===== src/rtl/cat_pkg.sv =====
`default_nettype none
// Shared constants and types for the cascadable auxiliary timers.
package cat_pkg;

  // Bus shape and timer count.
  localparam int ADDR_W = 5;
  localparam int DATA_W = 16;
  localparam int NUM_TIMERS = 3;
  localparam int OUTS_PER_TIMER = 2;

  // Register word addresses; a timer's length and threshold pairs step by LEN_THR_STRIDE.
  localparam int ADDR_MODE_BASE = 32'h00;
  localparam int ADDR_LEN_BASE = 32'h03;
  localparam int ADDR_THR_BASE = 32'h04;
  localparam int LEN_THR_STRIDE = 2;
  localparam logic [ADDR_W-1:0] ADDR_GATE = 5'h09;
  localparam int ADDR_OUTSEL_BASE = 32'h0A;
  localparam logic [ADDR_W-1:0] ADDR_STATUS = 5'h0D;
  localparam int ADDR_COUNT_BASE = 32'h0E;
  localparam logic [ADDR_W-1:0] ADDR_IRQ_STS = 5'h11;
  localparam logic [ADDR_W-1:0] ADDR_IRQ_MASK = 5'h12;

  // Reset values.
  localparam logic [DATA_W-1:0] MODE_RST = 16'h0000;
  localparam logic [DATA_W-1:0] LEN_RST = 16'h7530;
  localparam logic [DATA_W-1:0] THR_RST = 16'h2710;
  localparam logic [DATA_W-1:0] GATE_RST = 16'h0000;
  localparam logic [DATA_W-1:0] OUTSEL_RST = 16'h0041;
  localparam logic [2*NUM_TIMERS-1:0] IRQ_MASK_RST = 6'h00;

  // Field positions: one nibble per field.
  localparam int NIB_W = 4;
  localparam int STATUS_NIB_W = 4;

  // Clock select codes.
  localparam logic [3:0] CLK_MS = 4'h0;
  localparam logic [3:0] CLK_SEC = 4'h1;
  localparam logic [3:0] CLK_MIN = 4'h2;
  localparam logic [3:0] CLK_T1_CYC = 4'h3;
  localparam logic [3:0] CLK_T2_CYC = 4'h4;

  // Start select codes.
  localparam logic [3:0] START_TERM = 4'h0;
  localparam logic [3:0] START_RUN = 4'h1;
  localparam logic [3:0] START_STOP = 4'h2;
  localparam logic [3:0] START_SYNC_T1 = 4'h3;
  localparam logic [3:0] START_T1_CYC = 4'h4;
  localparam logic [3:0] START_T2_CYC = 4'h5;

  // Reset select codes.
  localparam logic [3:0] RST_TERM = 4'h0;
  localparam logic [3:0] RST_AUTO_CYC = 4'h1;
  localparam logic [3:0] RST_AUTO_STOP = 4'h2;

  // Timing cycle codes.
  localparam logic [3:0] CYCLE_SINGLE = 4'h0;
  localparam logic [3:0] CYCLE_MULTI = 4'h1;

  // Gate select codes.
  localparam logic [3:0] GATE_NONE = 4'h0;
  localparam logic [3:0] GATE_TERM = 4'h1;
  localparam logic [3:0] GATE_T1_CMP = 4'h2;
  localparam logic [3:0] GATE_T1_CYC = 4'h3;
  localparam logic [3:0] GATE_T2_CMP = 4'h4;
  localparam logic [3:0] GATE_T2_CYC = 4'h5;

  // Output signal codes.
  localparam logic [3:0] OUT_CMP_PULSE = 4'h0;
  localparam logic [3:0] OUT_CMP_LEVEL = 4'h1;
  localparam logic [3:0] OUT_CMP_TOG = 4'h2;
  localparam logic [3:0] OUT_CYC_PULSE = 4'h3;
  localparam logic [3:0] OUT_CYC_LEVEL = 4'h4;
  localparam logic [3:0] OUT_CYC_TOG = 4'h5;
  localparam logic [3:0] OUT_ANY_TOG = 4'h6;

  // Timing: base tick of 1 ms at a 5 ns clock, slower ticks counted in ms and s.
  localparam int CLK_PERIOD_NS = 5;
  localparam int TICK_MS_NS = 1000000;
  localparam int MS_TICK_CYCLES = TICK_MS_NS / CLK_PERIOD_NS;
  localparam int MS_PER_SEC = 1000;
  localparam int SEC_PER_MIN = 60;
  localparam int PULSE_TIME_MS = 500;

  // Mode word, high nibble first.
  typedef struct packed {
    logic [3:0] cycle_mode;
    logic [3:0] reset_sel;
    logic [3:0] start_sel;
    logic [3:0] clk_sel;
  } cat_mode_type;

  typedef enum logic [1:0] {
    CAT_IDLE,
    CAT_RUN,
    CAT_DONE
  } cat_state_type;

endpackage
`default_nettype wire


===== src/rtl/cat_timers.sv =====
`timescale 1ns/100ps
`default_nettype none
// Functional notes
// Clock codes 0,1,2 pick 1ms, 1s, 1min.
// Timers two, three: code 3 uses timer-one cycles.
// Timer three: code 4 uses timer-two cycles.
// Start code 0: terminal start input edge.
// Start code 1: drive stop-to-run edge.
// Start code 2: drive run-to-stop edge.
// Start code 3: start together with timer one.
// Start codes 4,5: lower timer cycle pulse.
// Reset clears count, status; code 0 terminal.
// Automatic reset clears when cycle length reached.
// Reset code 2 clears when timer stops.
// Single cycle halts until reset and retrigger.
// Multi cycle wraps and continues without trigger.
// Cycle length 0 to 65535, default 30000.
// Threshold up to cycle length, default 10000.
// Outputs: compare/cycle as pulse, level, toggle.
// Optional gating by terminal or lower timer.
// Compare event and one-tick cycle pulse.
module cat_timers #(
  parameter int P_MS_CYCLES = cat_pkg::MS_TICK_CYCLES
) (
  input wire logic i_clk_sys,
  input wire logic i_reset,
  input wire logic [cat_pkg::ADDR_W-1:0] i_addr,
  input wire logic [cat_pkg::DATA_W-1:0] i_wdata,
  input wire logic i_wr,
  input wire logic i_rd,
  output logic [cat_pkg::DATA_W-1:0] o_rdata,
  input wire logic [cat_pkg::NUM_TIMERS-1:0] i_start_term,
  input wire logic [cat_pkg::NUM_TIMERS-1:0] i_reset_term,
  input wire logic [cat_pkg::NUM_TIMERS-1:0] i_gate_term,
  input wire logic i_drive_run,
  output logic [cat_pkg::NUM_TIMERS*cat_pkg::OUTS_PER_TIMER-1:0] o_timer_out,
  output logic o_irq
);
  import cat_pkg::*;

  localparam int MS_W = $clog2(P_MS_CYCLES);
  localparam int SEC_W = $clog2(MS_PER_SEC);
  localparam int MIN_W = $clog2(SEC_PER_MIN);
  localparam int PULSE_W = $clog2(PULSE_TIME_MS + 1);
  localparam int NOUT = NUM_TIMERS * OUTS_PER_TIMER;

  // The divider needs at least two cycles per tick to make a one-cycle enable.
  if (P_MS_CYCLES < 2) begin : g_bad_ms
    $error("P_MS_CYCLES must be at least 2");
  end

  // Clock source decode for one timer; cascade codes only exist above timer one.
  function automatic logic sel_clock(input logic [3:0] sel, input int idx, input logic t_ms,
                                     input logic t_s, input logic t_min, input logic [NUM_TIMERS-1:0] cyc);
    logic r;
    r = 1'b0;
    case (sel)
      CLK_MS: r = t_ms;
      CLK_SEC: r = t_s;
      CLK_MIN: r = t_min;
      CLK_T1_CYC: r = (idx >= 1) && cyc[0];
      CLK_T2_CYC: r = (idx == 2) && cyc[1];
      default: r = 1'b0;
    endcase
    return r;
  endfunction

  // Start trigger decode for one timer.
  function automatic logic sel_start(input logic [3:0] sel, input int idx, input logic term_edge,
                                     input logic rise, input logic fall, input logic t1_start,
                                     input logic [NUM_TIMERS-1:0] cyc);
    logic r;
    r = 1'b0;
    case (sel)
      START_TERM: r = term_edge;
      START_RUN: r = rise;
      START_STOP: r = fall;
      START_SYNC_T1: r = (idx >= 1) && t1_start;
      START_T1_CYC: r = (idx >= 1) && cyc[0];
      START_T2_CYC: r = (idx == 2) && cyc[1];
      default: r = 1'b0;
    endcase
    return r;
  endfunction

  // Gate decode; an unsupported code closes the gate rather than letting the timer run free.
  function automatic logic sel_gate(input logic [3:0] sel, input int idx, input logic term,
                                    input logic [NUM_TIMERS-1:0] cmp_f, input logic [NUM_TIMERS-1:0] cyc_f);
    logic r;
    r = 1'b0;
    case (sel)
      GATE_NONE: r = 1'b1;
      GATE_TERM: r = term;
      GATE_T1_CMP: r = (idx >= 1) && cmp_f[0];
      GATE_T1_CYC: r = (idx >= 1) && cyc_f[0];
      GATE_T2_CMP: r = (idx == 2) && cmp_f[1];
      GATE_T2_CYC: r = (idx == 2) && cyc_f[1];
      default: r = 1'b0;
    endcase
    return r;
  endfunction

  // Shared tick chain: ms from the clock, seconds from ms, minutes from seconds.
  logic [MS_W-1:0] ms_cnt;
  logic [SEC_W-1:0] sec_cnt;
  logic [MIN_W-1:0] min_cnt;
  wire logic ms_tick;
  wire logic sec_tick;
  wire logic min_tick;
  assign ms_tick = (ms_cnt == MS_W'(P_MS_CYCLES - 1));
  assign sec_tick = ms_tick && (sec_cnt == SEC_W'(MS_PER_SEC - 1));
  assign min_tick = sec_tick && (min_cnt == MIN_W'(SEC_PER_MIN - 1));

  // Free-running dividers; the enables are one cycle wide.
  always_ff @(posedge i_clk_sys or posedge i_reset) begin
    if (i_reset) begin
      ms_cnt <= '0;
      sec_cnt <= '0;
      min_cnt <= '0;
    end else begin
      ms_cnt <= ms_tick ? '0 : ms_cnt + MS_W'(1);
      if (ms_tick) begin
        sec_cnt <= sec_tick ? '0 : sec_cnt + SEC_W'(1);
      end
      if (sec_tick) begin
        min_cnt <= min_tick ? '0 : min_cnt + MIN_W'(1);
      end
    end
  end

  // Edge detection of the drive run state and the start terminals.
  logic run_prev;
  logic [NUM_TIMERS-1:0] start_prev;
  wire logic run_rise;
  wire logic run_fall;
  wire logic [NUM_TIMERS-1:0] start_edge;
  assign run_rise = i_drive_run && !run_prev;
  assign run_fall = !i_drive_run && run_prev;
  assign start_edge = i_start_term & ~start_prev;

  always_ff @(posedge i_clk_sys or posedge i_reset) begin
    if (i_reset) begin
      run_prev <= 1'b0;
      start_prev <= '0;
    end else begin
      run_prev <= i_drive_run;
      start_prev <= i_start_term;
    end
  end

  // Per-timer signals shared across the cascade.
  wire logic [NUM_TIMERS-1:0] start_evt;
  wire logic [NUM_TIMERS-1:0] cyc_pulse;
  wire logic [NUM_TIMERS-1:0] cmp_pulse;
  wire logic [NUM_TIMERS-1:0] cmp_flag;
  wire logic [NUM_TIMERS-1:0] cyc_flag;
  wire logic [NUM_TIMERS*STATUS_NIB_W-1:0] status_word;
  wire logic [DATA_W-1:0] rd_part [NUM_TIMERS];
  wire logic [NOUT-1:0] next_out;
  logic [DATA_W-1:0] gate_reg;
  wire logic gate_hit;
  assign gate_hit = (i_addr == ADDR_GATE);

  for (genvar k = 0; k < NUM_TIMERS; k++) begin : g_tmr
    localparam logic [ADDR_W-1:0] A_MODE = ADDR_W'(ADDR_MODE_BASE + k);
    localparam logic [ADDR_W-1:0] A_LEN = ADDR_W'(ADDR_LEN_BASE + LEN_THR_STRIDE * k);
    localparam logic [ADDR_W-1:0] A_THR = ADDR_W'(ADDR_THR_BASE + LEN_THR_STRIDE * k);
    localparam logic [ADDR_W-1:0] A_OSEL = ADDR_W'(ADDR_OUTSEL_BASE + k);
    localparam logic [ADDR_W-1:0] A_CNT = ADDR_W'(ADDR_COUNT_BASE + k);

    cat_mode_type mode_q;
    logic [DATA_W-1:0] len_q;
    logic [DATA_W-1:0] thr_q;
    logic [DATA_W-1:0] osel_q;
    logic [DATA_W-1:0] count_q;
    cat_state_type state_q;
    logic cmp_q;
    logic cyc_q;

    // Configuration write decode.
    wire logic wr_mode;
    wire logic wr_len;
    wire logic wr_thr;
    wire logic wr_osel;
    wire logic [DATA_W-1:0] thr_clamped;
    assign wr_mode = i_wr && (i_addr == A_MODE);
    assign wr_len = i_wr && (i_addr == A_LEN);
    assign wr_thr = i_wr && (i_addr == A_THR);
    assign wr_osel = i_wr && (i_addr == A_OSEL);
    assign thr_clamped = (i_wdata > len_q) ? len_q : i_wdata;

    // Length takes the full 16-bit range; a threshold above the length is clamped to it.
    always_ff @(posedge i_clk_sys or posedge i_reset) begin
      if (i_reset) begin
        mode_q <= cat_mode_type'(MODE_RST);
        len_q <= LEN_RST;
        thr_q <= THR_RST;
        osel_q <= OUTSEL_RST;
      end else begin
        if (wr_mode) begin
          mode_q <= cat_mode_type'(i_wdata);
        end
        if (wr_len) begin
          len_q <= i_wdata;
        end
        if (wr_thr) begin
          thr_q <= thr_clamped;
        end
        if (wr_osel) begin
          osel_q <= i_wdata;
        end
      end
    end

    // Count advance and events; the cascade reads only lower timers, so no loop forms.
    wire logic src_tick;
    wire logic gate_ok;
    wire logic adv;
    wire logic [DATA_W:0] count_inc;
    wire logic reach_cyc;
    wire logic hit_cmp;
    wire logic ext_reset;
    wire logic halts;
    wire logic auto_clear;
    wire logic [NUM_TIMERS-1:0] low_cyc;
    wire logic t1_start;
    // Only lower timers reach this one; a timer never sees its own pulse, so no combinational loop forms.
    for (genvar b = 0; b < NUM_TIMERS; b++) begin : g_low
      if (b < k) begin : g_on
        assign low_cyc[b] = cyc_pulse[b];
      end else begin : g_off
        assign low_cyc[b] = 1'b0;
      end
    end
    if (k == 0) begin : g_first
      assign t1_start = 1'b0;
    end else begin : g_upper
      assign t1_start = start_evt[0];
    end
    assign src_tick = sel_clock(mode_q.clk_sel, k, ms_tick, sec_tick, min_tick, low_cyc);
    assign gate_ok = sel_gate(gate_reg[NIB_W*k +: NIB_W], k, i_gate_term[k], cmp_flag, cyc_flag);
    assign adv = (state_q == CAT_RUN) && gate_ok && src_tick;
    assign count_inc = {1'b0, count_q} + {{DATA_W{1'b0}}, 1'b1};
    assign reach_cyc = adv && (count_inc >= {1'b0, len_q});
    assign hit_cmp = adv && (count_inc == {1'b0, thr_q});
    assign ext_reset = (mode_q.reset_sel == RST_TERM) && i_reset_term[k];
    assign halts = reach_cyc && (mode_q.cycle_mode != CYCLE_MULTI);
    assign auto_clear = (reach_cyc && (mode_q.reset_sel == RST_AUTO_CYC))
                        || (halts && (mode_q.reset_sel == RST_AUTO_STOP));
    assign start_evt[k] = (state_q == CAT_IDLE) && !ext_reset
                          && sel_start(mode_q.start_sel, k, start_edge[k], run_rise, run_fall, t1_start, low_cyc);
    assign cyc_pulse[k] = reach_cyc;
    assign cmp_pulse[k] = hit_cmp;
    assign cmp_flag[k] = cmp_q;
    assign cyc_flag[k] = cyc_q;
    assign status_word[STATUS_NIB_W*k +: STATUS_NIB_W] = {state_q == CAT_DONE, state_q == CAT_RUN, cyc_q, cmp_q};

    // With terminal reset selected, a finished single cycle parks in DONE until a reset; the automatic reset codes return it straight to IDLE.
    always_ff @(posedge i_clk_sys or posedge i_reset) begin
      if (i_reset) begin
        count_q <= '0;
        state_q <= CAT_IDLE;
        cmp_q <= 1'b0;
        cyc_q <= 1'b0;
      end else if (ext_reset) begin
        count_q <= '0;
        state_q <= CAT_IDLE;
        cmp_q <= 1'b0;
        cyc_q <= 1'b0;
      end else if (start_evt[k]) begin
        state_q <= CAT_RUN;
      end else if (auto_clear) begin
        count_q <= '0;
        cmp_q <= 1'b0;
        cyc_q <= 1'b0;
        state_q <= halts ? CAT_IDLE : CAT_RUN;
      end else if (reach_cyc) begin
        cyc_q <= 1'b1;
        cmp_q <= cmp_q || hit_cmp;
        if (halts) begin
          count_q <= count_inc[DATA_W-1:0];
          state_q <= CAT_DONE;
        end else begin
          count_q <= '0;
        end
      end else if (adv) begin
        count_q <= count_inc[DATA_W-1:0];
        cmp_q <= cmp_q || hit_cmp;
      end
    end

    // Read contribution of this timer.
    assign rd_part[k] = ((i_addr == A_MODE) ? DATA_W'(mode_q) : '0)
                        | ((i_addr == A_LEN) ? len_q : '0)
                        | ((i_addr == A_THR) ? thr_q : '0)
                        | ((i_addr == A_OSEL) ? osel_q : '0)
                        | ((i_addr == A_CNT) ? count_q : '0);

    // Two output signals per timer; the pulse length is counted in ms ticks.
    for (genvar j = 0; j < OUTS_PER_TIMER; j++) begin : g_out
      wire logic [3:0] code;
      wire logic pulse_trig;
      wire logic tog_trig;
      logic [PULSE_W-1:0] pulse_left;
      logic tog_q;
      logic out_val;
      assign code = osel_q[NIB_W*j +: NIB_W];
      assign pulse_trig = ((code == OUT_CMP_PULSE) && hit_cmp) || ((code == OUT_CYC_PULSE) && reach_cyc);
      assign tog_trig = ((code == OUT_CMP_TOG) && hit_cmp) || ((code == OUT_CYC_TOG) && reach_cyc)
                        || ((code == OUT_ANY_TOG) && (hit_cmp || reach_cyc));

      // A retrigger restarts the pulse, so it never ends early.
      always_ff @(posedge i_clk_sys or posedge i_reset) begin
        if (i_reset) begin
          pulse_left <= '0;
          tog_q <= 1'b0;
        end else begin
          if (pulse_trig) begin
            pulse_left <= PULSE_W'(PULSE_TIME_MS);
          end else if (ms_tick && (pulse_left != '0)) begin
            pulse_left <= pulse_left - PULSE_W'(1);
          end
          if (tog_trig) begin
            tog_q <= !tog_q;
          end
        end
      end

      always_comb begin
        case (code)
          OUT_CMP_PULSE: out_val = (pulse_left != '0);
          OUT_CYC_PULSE: out_val = (pulse_left != '0);
          OUT_CMP_LEVEL: out_val = cmp_q;
          OUT_CYC_LEVEL: out_val = cyc_q;
          OUT_CMP_TOG: out_val = tog_q;
          OUT_CYC_TOG: out_val = tog_q;
          OUT_ANY_TOG: out_val = tog_q;
          default: out_val = 1'b0;
        endcase
      end
      assign next_out[OUTS_PER_TIMER*k + j] = out_val;
    end
  end

  // Interrupt status: bit k is compare of timer k, bit NUM_TIMERS+k its cycle event.
  logic [2*NUM_TIMERS-1:0] irq_sts;
  logic [2*NUM_TIMERS-1:0] irq_mask;
  wire logic [2*NUM_TIMERS-1:0] irq_evt;
  wire logic [2*NUM_TIMERS-1:0] irq_clr;
  wire logic [2*NUM_TIMERS-1:0] next_irq_sts;
  assign irq_evt = {cyc_pulse, cmp_pulse};
  assign irq_clr = (i_wr && (i_addr == ADDR_IRQ_STS)) ? i_wdata[2*NUM_TIMERS-1:0] : '0;
  assign next_irq_sts = (irq_sts & ~irq_clr) | irq_evt; // A new event wins over a same-cycle clear.

  always_ff @(posedge i_clk_sys or posedge i_reset) begin
    if (i_reset) begin
      irq_sts <= '0;
      irq_mask <= IRQ_MASK_RST;
      gate_reg <= GATE_RST;
      o_irq <= 1'b0;
    end else begin
      irq_sts <= next_irq_sts;
      if (i_wr && (i_addr == ADDR_IRQ_MASK)) begin
        irq_mask <= i_wdata[2*NUM_TIMERS-1:0];
      end
      if (i_wr && gate_hit) begin
        gate_reg <= i_wdata;
      end
      o_irq <= |(irq_sts & irq_mask);
    end
  end

  // Read selection; unmapped addresses read as zero.
  wire logic [DATA_W-1:0] rd_common;
  wire logic [DATA_W-1:0] rd_word;
  assign rd_common = (gate_hit ? gate_reg : '0)
                     | ((i_addr == ADDR_STATUS) ? DATA_W'(status_word) : '0)
                     | ((i_addr == ADDR_IRQ_STS) ? DATA_W'(irq_sts) : '0)
                     | ((i_addr == ADDR_IRQ_MASK) ? DATA_W'(irq_mask) : '0);
  assign rd_word = rd_common | rd_part[0] | rd_part[1] | rd_part[2];

  // Read data stand only in the cycle after the strobe; outputs are registered.
  always_ff @(posedge i_clk_sys or posedge i_reset) begin
    if (i_reset) begin
      o_rdata <= '0;
      o_timer_out <= '0;
    end else begin
      o_rdata <= i_rd ? rd_word : '0;
      o_timer_out <= next_out;
    end
  end

endmodule
`default_nettype wire


===== config.mk =====
export PLATFORM = sky130hd
export DESIGN_NAME = cat_timers
export DESIGN_NICKNAME = d
export VERILOG_FILES = /design/src/rtl/cat_pkg.sv /design/src/rtl/cat_timers.sv
export SDC_FILE = /design/constraint.sdc
export NUM_CORES = 1
export LEC_CHECK = 0
export BUFFER_PORTS_ARGS = -buffer_cell sky130_fd_sc_hd__buf_2
export CAP_MARGIN = 40
export CORE_MARGIN = 5
export CORE_UTILIZATION = 35
export CTS_BUF_LIST = sky130_fd_sc_hd__clkbuf_4 sky130_fd_sc_hd__clkbuf_8
export DETAILED_ROUTE_END_ITERATION = 16
export PLACE_DENSITY_LB_ADDON = 0.2
export SLEW_MARGIN = 20
export SYNTH_ARGS = -nofsm -noshare
export SYNTH_HDL_FRONTEND = slang
export SYNTH_SLANG_ARGS = --single-unit
export TNS_END_PERCENT = 100

===== constraint.sdc =====
create_clock -name i_clk_sys -period 19.5 [get_ports i_clk_sys]
set_clock_uncertainty 0.05 [all_clocks]
set_input_delay 3.9 -clock i_clk_sys [delete_from_list [all_inputs] [get_ports i_clk_sys]]
set_output_delay 3.9 -clock i_clk_sys [all_outputs]
set_load 0.01 [all_outputs]

==> impl_metrics.ini <==
[setup_path]
arrival_ns = 6.96
r2r_cells = 15
path_cells = buf_2, o2111ai_1, nor4_1, nand3_1, nor4_1, nand4_1, o31ai_1, nand2_1, and2_1
cp.required_ns = 20.01
startpoint_type = primary input
critPathKind = primary input to flop
crit_cells = 9
crit_path_end_kind = flop
critPathSlowestCell = o31ai_1
cp_num_buf_inv = 1
crit_family = simple AND/OR/NAND/NOR gates
cp_slowest_stage_delay_ns = 0.51
cpMostUsedCell = nor4_1
crit_fanout = 7

[die]
initial_core_util = 0.353
chipHeight_um = 276
io_pins = 58
dieWidth_um = 276
rows = 97
die_area_mm2 = 0.0762
core_area_mm2 = 0.0701

[routing]
wl_met1_mm = 40.4
dr.pass1.iters = 9
vias_per_cell = 5.95
drcViolationCount = 0
wl_met2_mm = 41.9
wl_per_cell_um = 25.6
routed_wirelength_mm = 95.5
via_count = 22200
route.met3.wl_mm = 8.67
drt_iter0_markers = 2409
ant_nets = 0
top_layer_used = met5

[clock_network]
insertion_delay_ns = 0.70
ctsLongestPathBuffers = 3
cts_resized = 0
cts.sinks = 401
holdBufCountCts = 0
cts_tree = built
cts_buffers = 76
cts-root-buf = clkbuf_8
h-tree-depth = 3
cts_setup_buffers = 0
clkTransAtPathRegs_ns = 0.06

[placed_design]
place.gp.congestion = 0.984
dp_worst_setup_slack_ns = 12.39
placedCellCount = 3584
portBuffers = 57
hpwl_mm = 70.0

[finish]
nFillCells = 7064
fin_nets = 2867
drive_above_1_share = 0.180
area_growth_syn_to_layout_pct = 13.6
largest_reg_flops = 54
top_register = g_tmr.g_out.pulse_left
stdcell_count = 3728

[synth]
synth_area_per_cell_um2 = 9.23
syn_inst = 2681
synth.most_common_cell = dfrtp_1
synth-edff-count = 0
synth-async-reset-ratio = 1.00
ys_types = 81
ys_seq_area_frac = 0.407
synthTopCellsByCount = dfrtp_1, nor2_1, nand2_1
yosysWarnings = 0
syn_nets = 2824
synth_area_mm2 = 0.0248
yosysTopAreaCell = dfrtp_1
netlist.area_leader.share = 0.363
ys_ff_latch = 401
synth_ff_type = dfrtp_1
synth.area.top_cells = dfrtp_1, mux2_2, ha_1

[sta]
relSlewSlack = 0.359
rsz0062_at_grt = false
finalHoldViolations = 0
fin_ws_ns = 13.04
period_share = 0.331
fin_tns_setup_ns = 0
setup_viol = 0
period_minus_slack_ns = 6.46
tightest_slew_ns = 0.962
max_freq_mhz = 155
maxSlewViolCount = 0

[global_route]
grt_use_total = 0.247
grt_pass1_wl_mm = 142
grt-ovfl-total = 0
antenna_found_initial = 6
first_global_vias = 21600
grt_max_degree = 157

[outcome]
outcome = finished, final reports clean

[power]
pwr_density_cell_mw_per_mm2 = 90.4
vdd_drop_max_v = 0.0000481
power_leakage_nw = 11.9

[run]
maxCapViolCount = 0

[min_path]
whs_path_depth = 1
min_path_type = flop to flop
per-layer routing:
layer | GRT usage | vias to the layer above
li1 | - | 9845
met4 | 0.108 | 2
met3 | 0.0550 | 233
met5 | 0 | -
met2 | 0.379 | 1067
met1 | 0.337 | 11000
where the power goes:
part | switching [mW] | internal [mW] | leakage [nW]
Clock | 0.400 | 0.548 | 0.916
Combinational | 0.259 | 0.205 | 5.97
Sequential | 0.182 | 0.948 | 5.01
Total | 0.842 | 1.70 | 11.9
cells by family (layout without fill, tap and decap cells):
family                     count (synthesis)  in the layout  synth area share
and+or+nand+nor                          960            960             0.190
AOI/OAI and AO/OA                        615            615             0.168
DFF                                      401            401             0.407
buffers and inverters                    262            366            0.0410
muxes                                    180            180            0.0808
xor gates and xnor gates                 155            155            0.0582
adders and majority gates                108            108            0.0546
other                                      0              3                 0
final timing paths:
check	slack, ns	to	startpoint
worst max-delay path	13.04	g_tmr[0].g_out[1].pulse_left[1]	i_gate_term[0]
worst min-delay path	0.42	g_tmr[1].g_out[0].tog_q	g_tmr[1].g_out[0].tog_q
worst max register to register	14.14	g_tmr[2].g_out[0].pulse_left[1]	g_tmr[1].count_q[2]
worst min register to register	0.42	g_tmr[1].g_out[0].tog_q	g_tmr[1].g_out[0].tog_q
max in group asynchronous	14.57	g_tmr[0].count_q[9]	i_reset
min in group asynchronous	3.19	o_timer_out[4]	i_reset
cell usage in the layout (no fill, tap or decap), types with 8 or more instances in the layout:
cell and n:
mux2_2 158, buf_2 60, dfrtp_1 359, nand4_1 61, nor4_1 23, o31ai_1 13, or3_1 26, buf_8 10
and2_1 16, nand2b_1 33, a21oi_1 115, clkbuf_4 18, nor2_1 252, clkbuf_8 103, a22o_1 20, and3_1 16
xnor2_1 83, or2_2 12, o21a_1 24, a221oi_1 23, a21o_1 26, nand3_1 98, or4_1 11, nor3_1 92
nand2_1 232, buf_4 41, inv_1 103, xor2_1 66, a222oi_1 13, o21ai_0 133, ha_1 108, mux2i_1 22
a211oi_1 78, a211o_1 8, nor4b_1 8, nor2b_1 20, nand3b_1 20, a22oi_1 89, dfstp_2 42, clkinv_2 8
per-stage QoR:
| step | instance area (µm²) | util | hold WS, ns | power [mW] |
|---|---|---|---|---|
| floorplan | 24800 | - | 0.389 | 1.37 |
| global placement | 26000 | 0.370 | 0.407 | 1.57 |
| detailed placement | 26300 | 0.376 | 0.407 | 1.59 |
| CTS | 28100 | 0.401 | 0.420 | 2.55 |
| global route | 28100 | 0.401 | 0.428 | 2.65 |
| finish | 28100 | 0.401 | 0.419 | 2.54 |
worst register-to-register path, stage by stage (launching register included):
cell	delay, ns
dfrtp_1	0.68
nand4_1	0.53
nor4_2	0.77
nand3_1	0.17
xor2_1	0.37
inv_1	0.08
ha_1	0.36
nand3_1	0.09
nor2_1	0.10
nand2_1	0.07
a21oi_1	0.21
nor3_1	0.08
buf_4	0.18
o32a_1	0.57
or4b_1	0.73
and2_1	0.21
final cells by class:
| type | instances | area (µm²) | area share |
|---|---|---|---|
| multi-input combinational | 2018 | 13700 | 0.487 |
| sequential | 401 | 10100 | 0.359 |
| clock buffer | 121 | 1550 | 0.0552 |
| tap | 940 | 1180 | 0.0418 |
| timing repair buffer | 123 | 1000 | 0.0356 |
| inverter | 104 | 398 | 0.0141 |
| clock inverter | 18 | 201 | 0.00716 |
| antenna | 3 | 7.51 | 0.000267 |
Note: power is estimated with default switching activity, not from simulation.
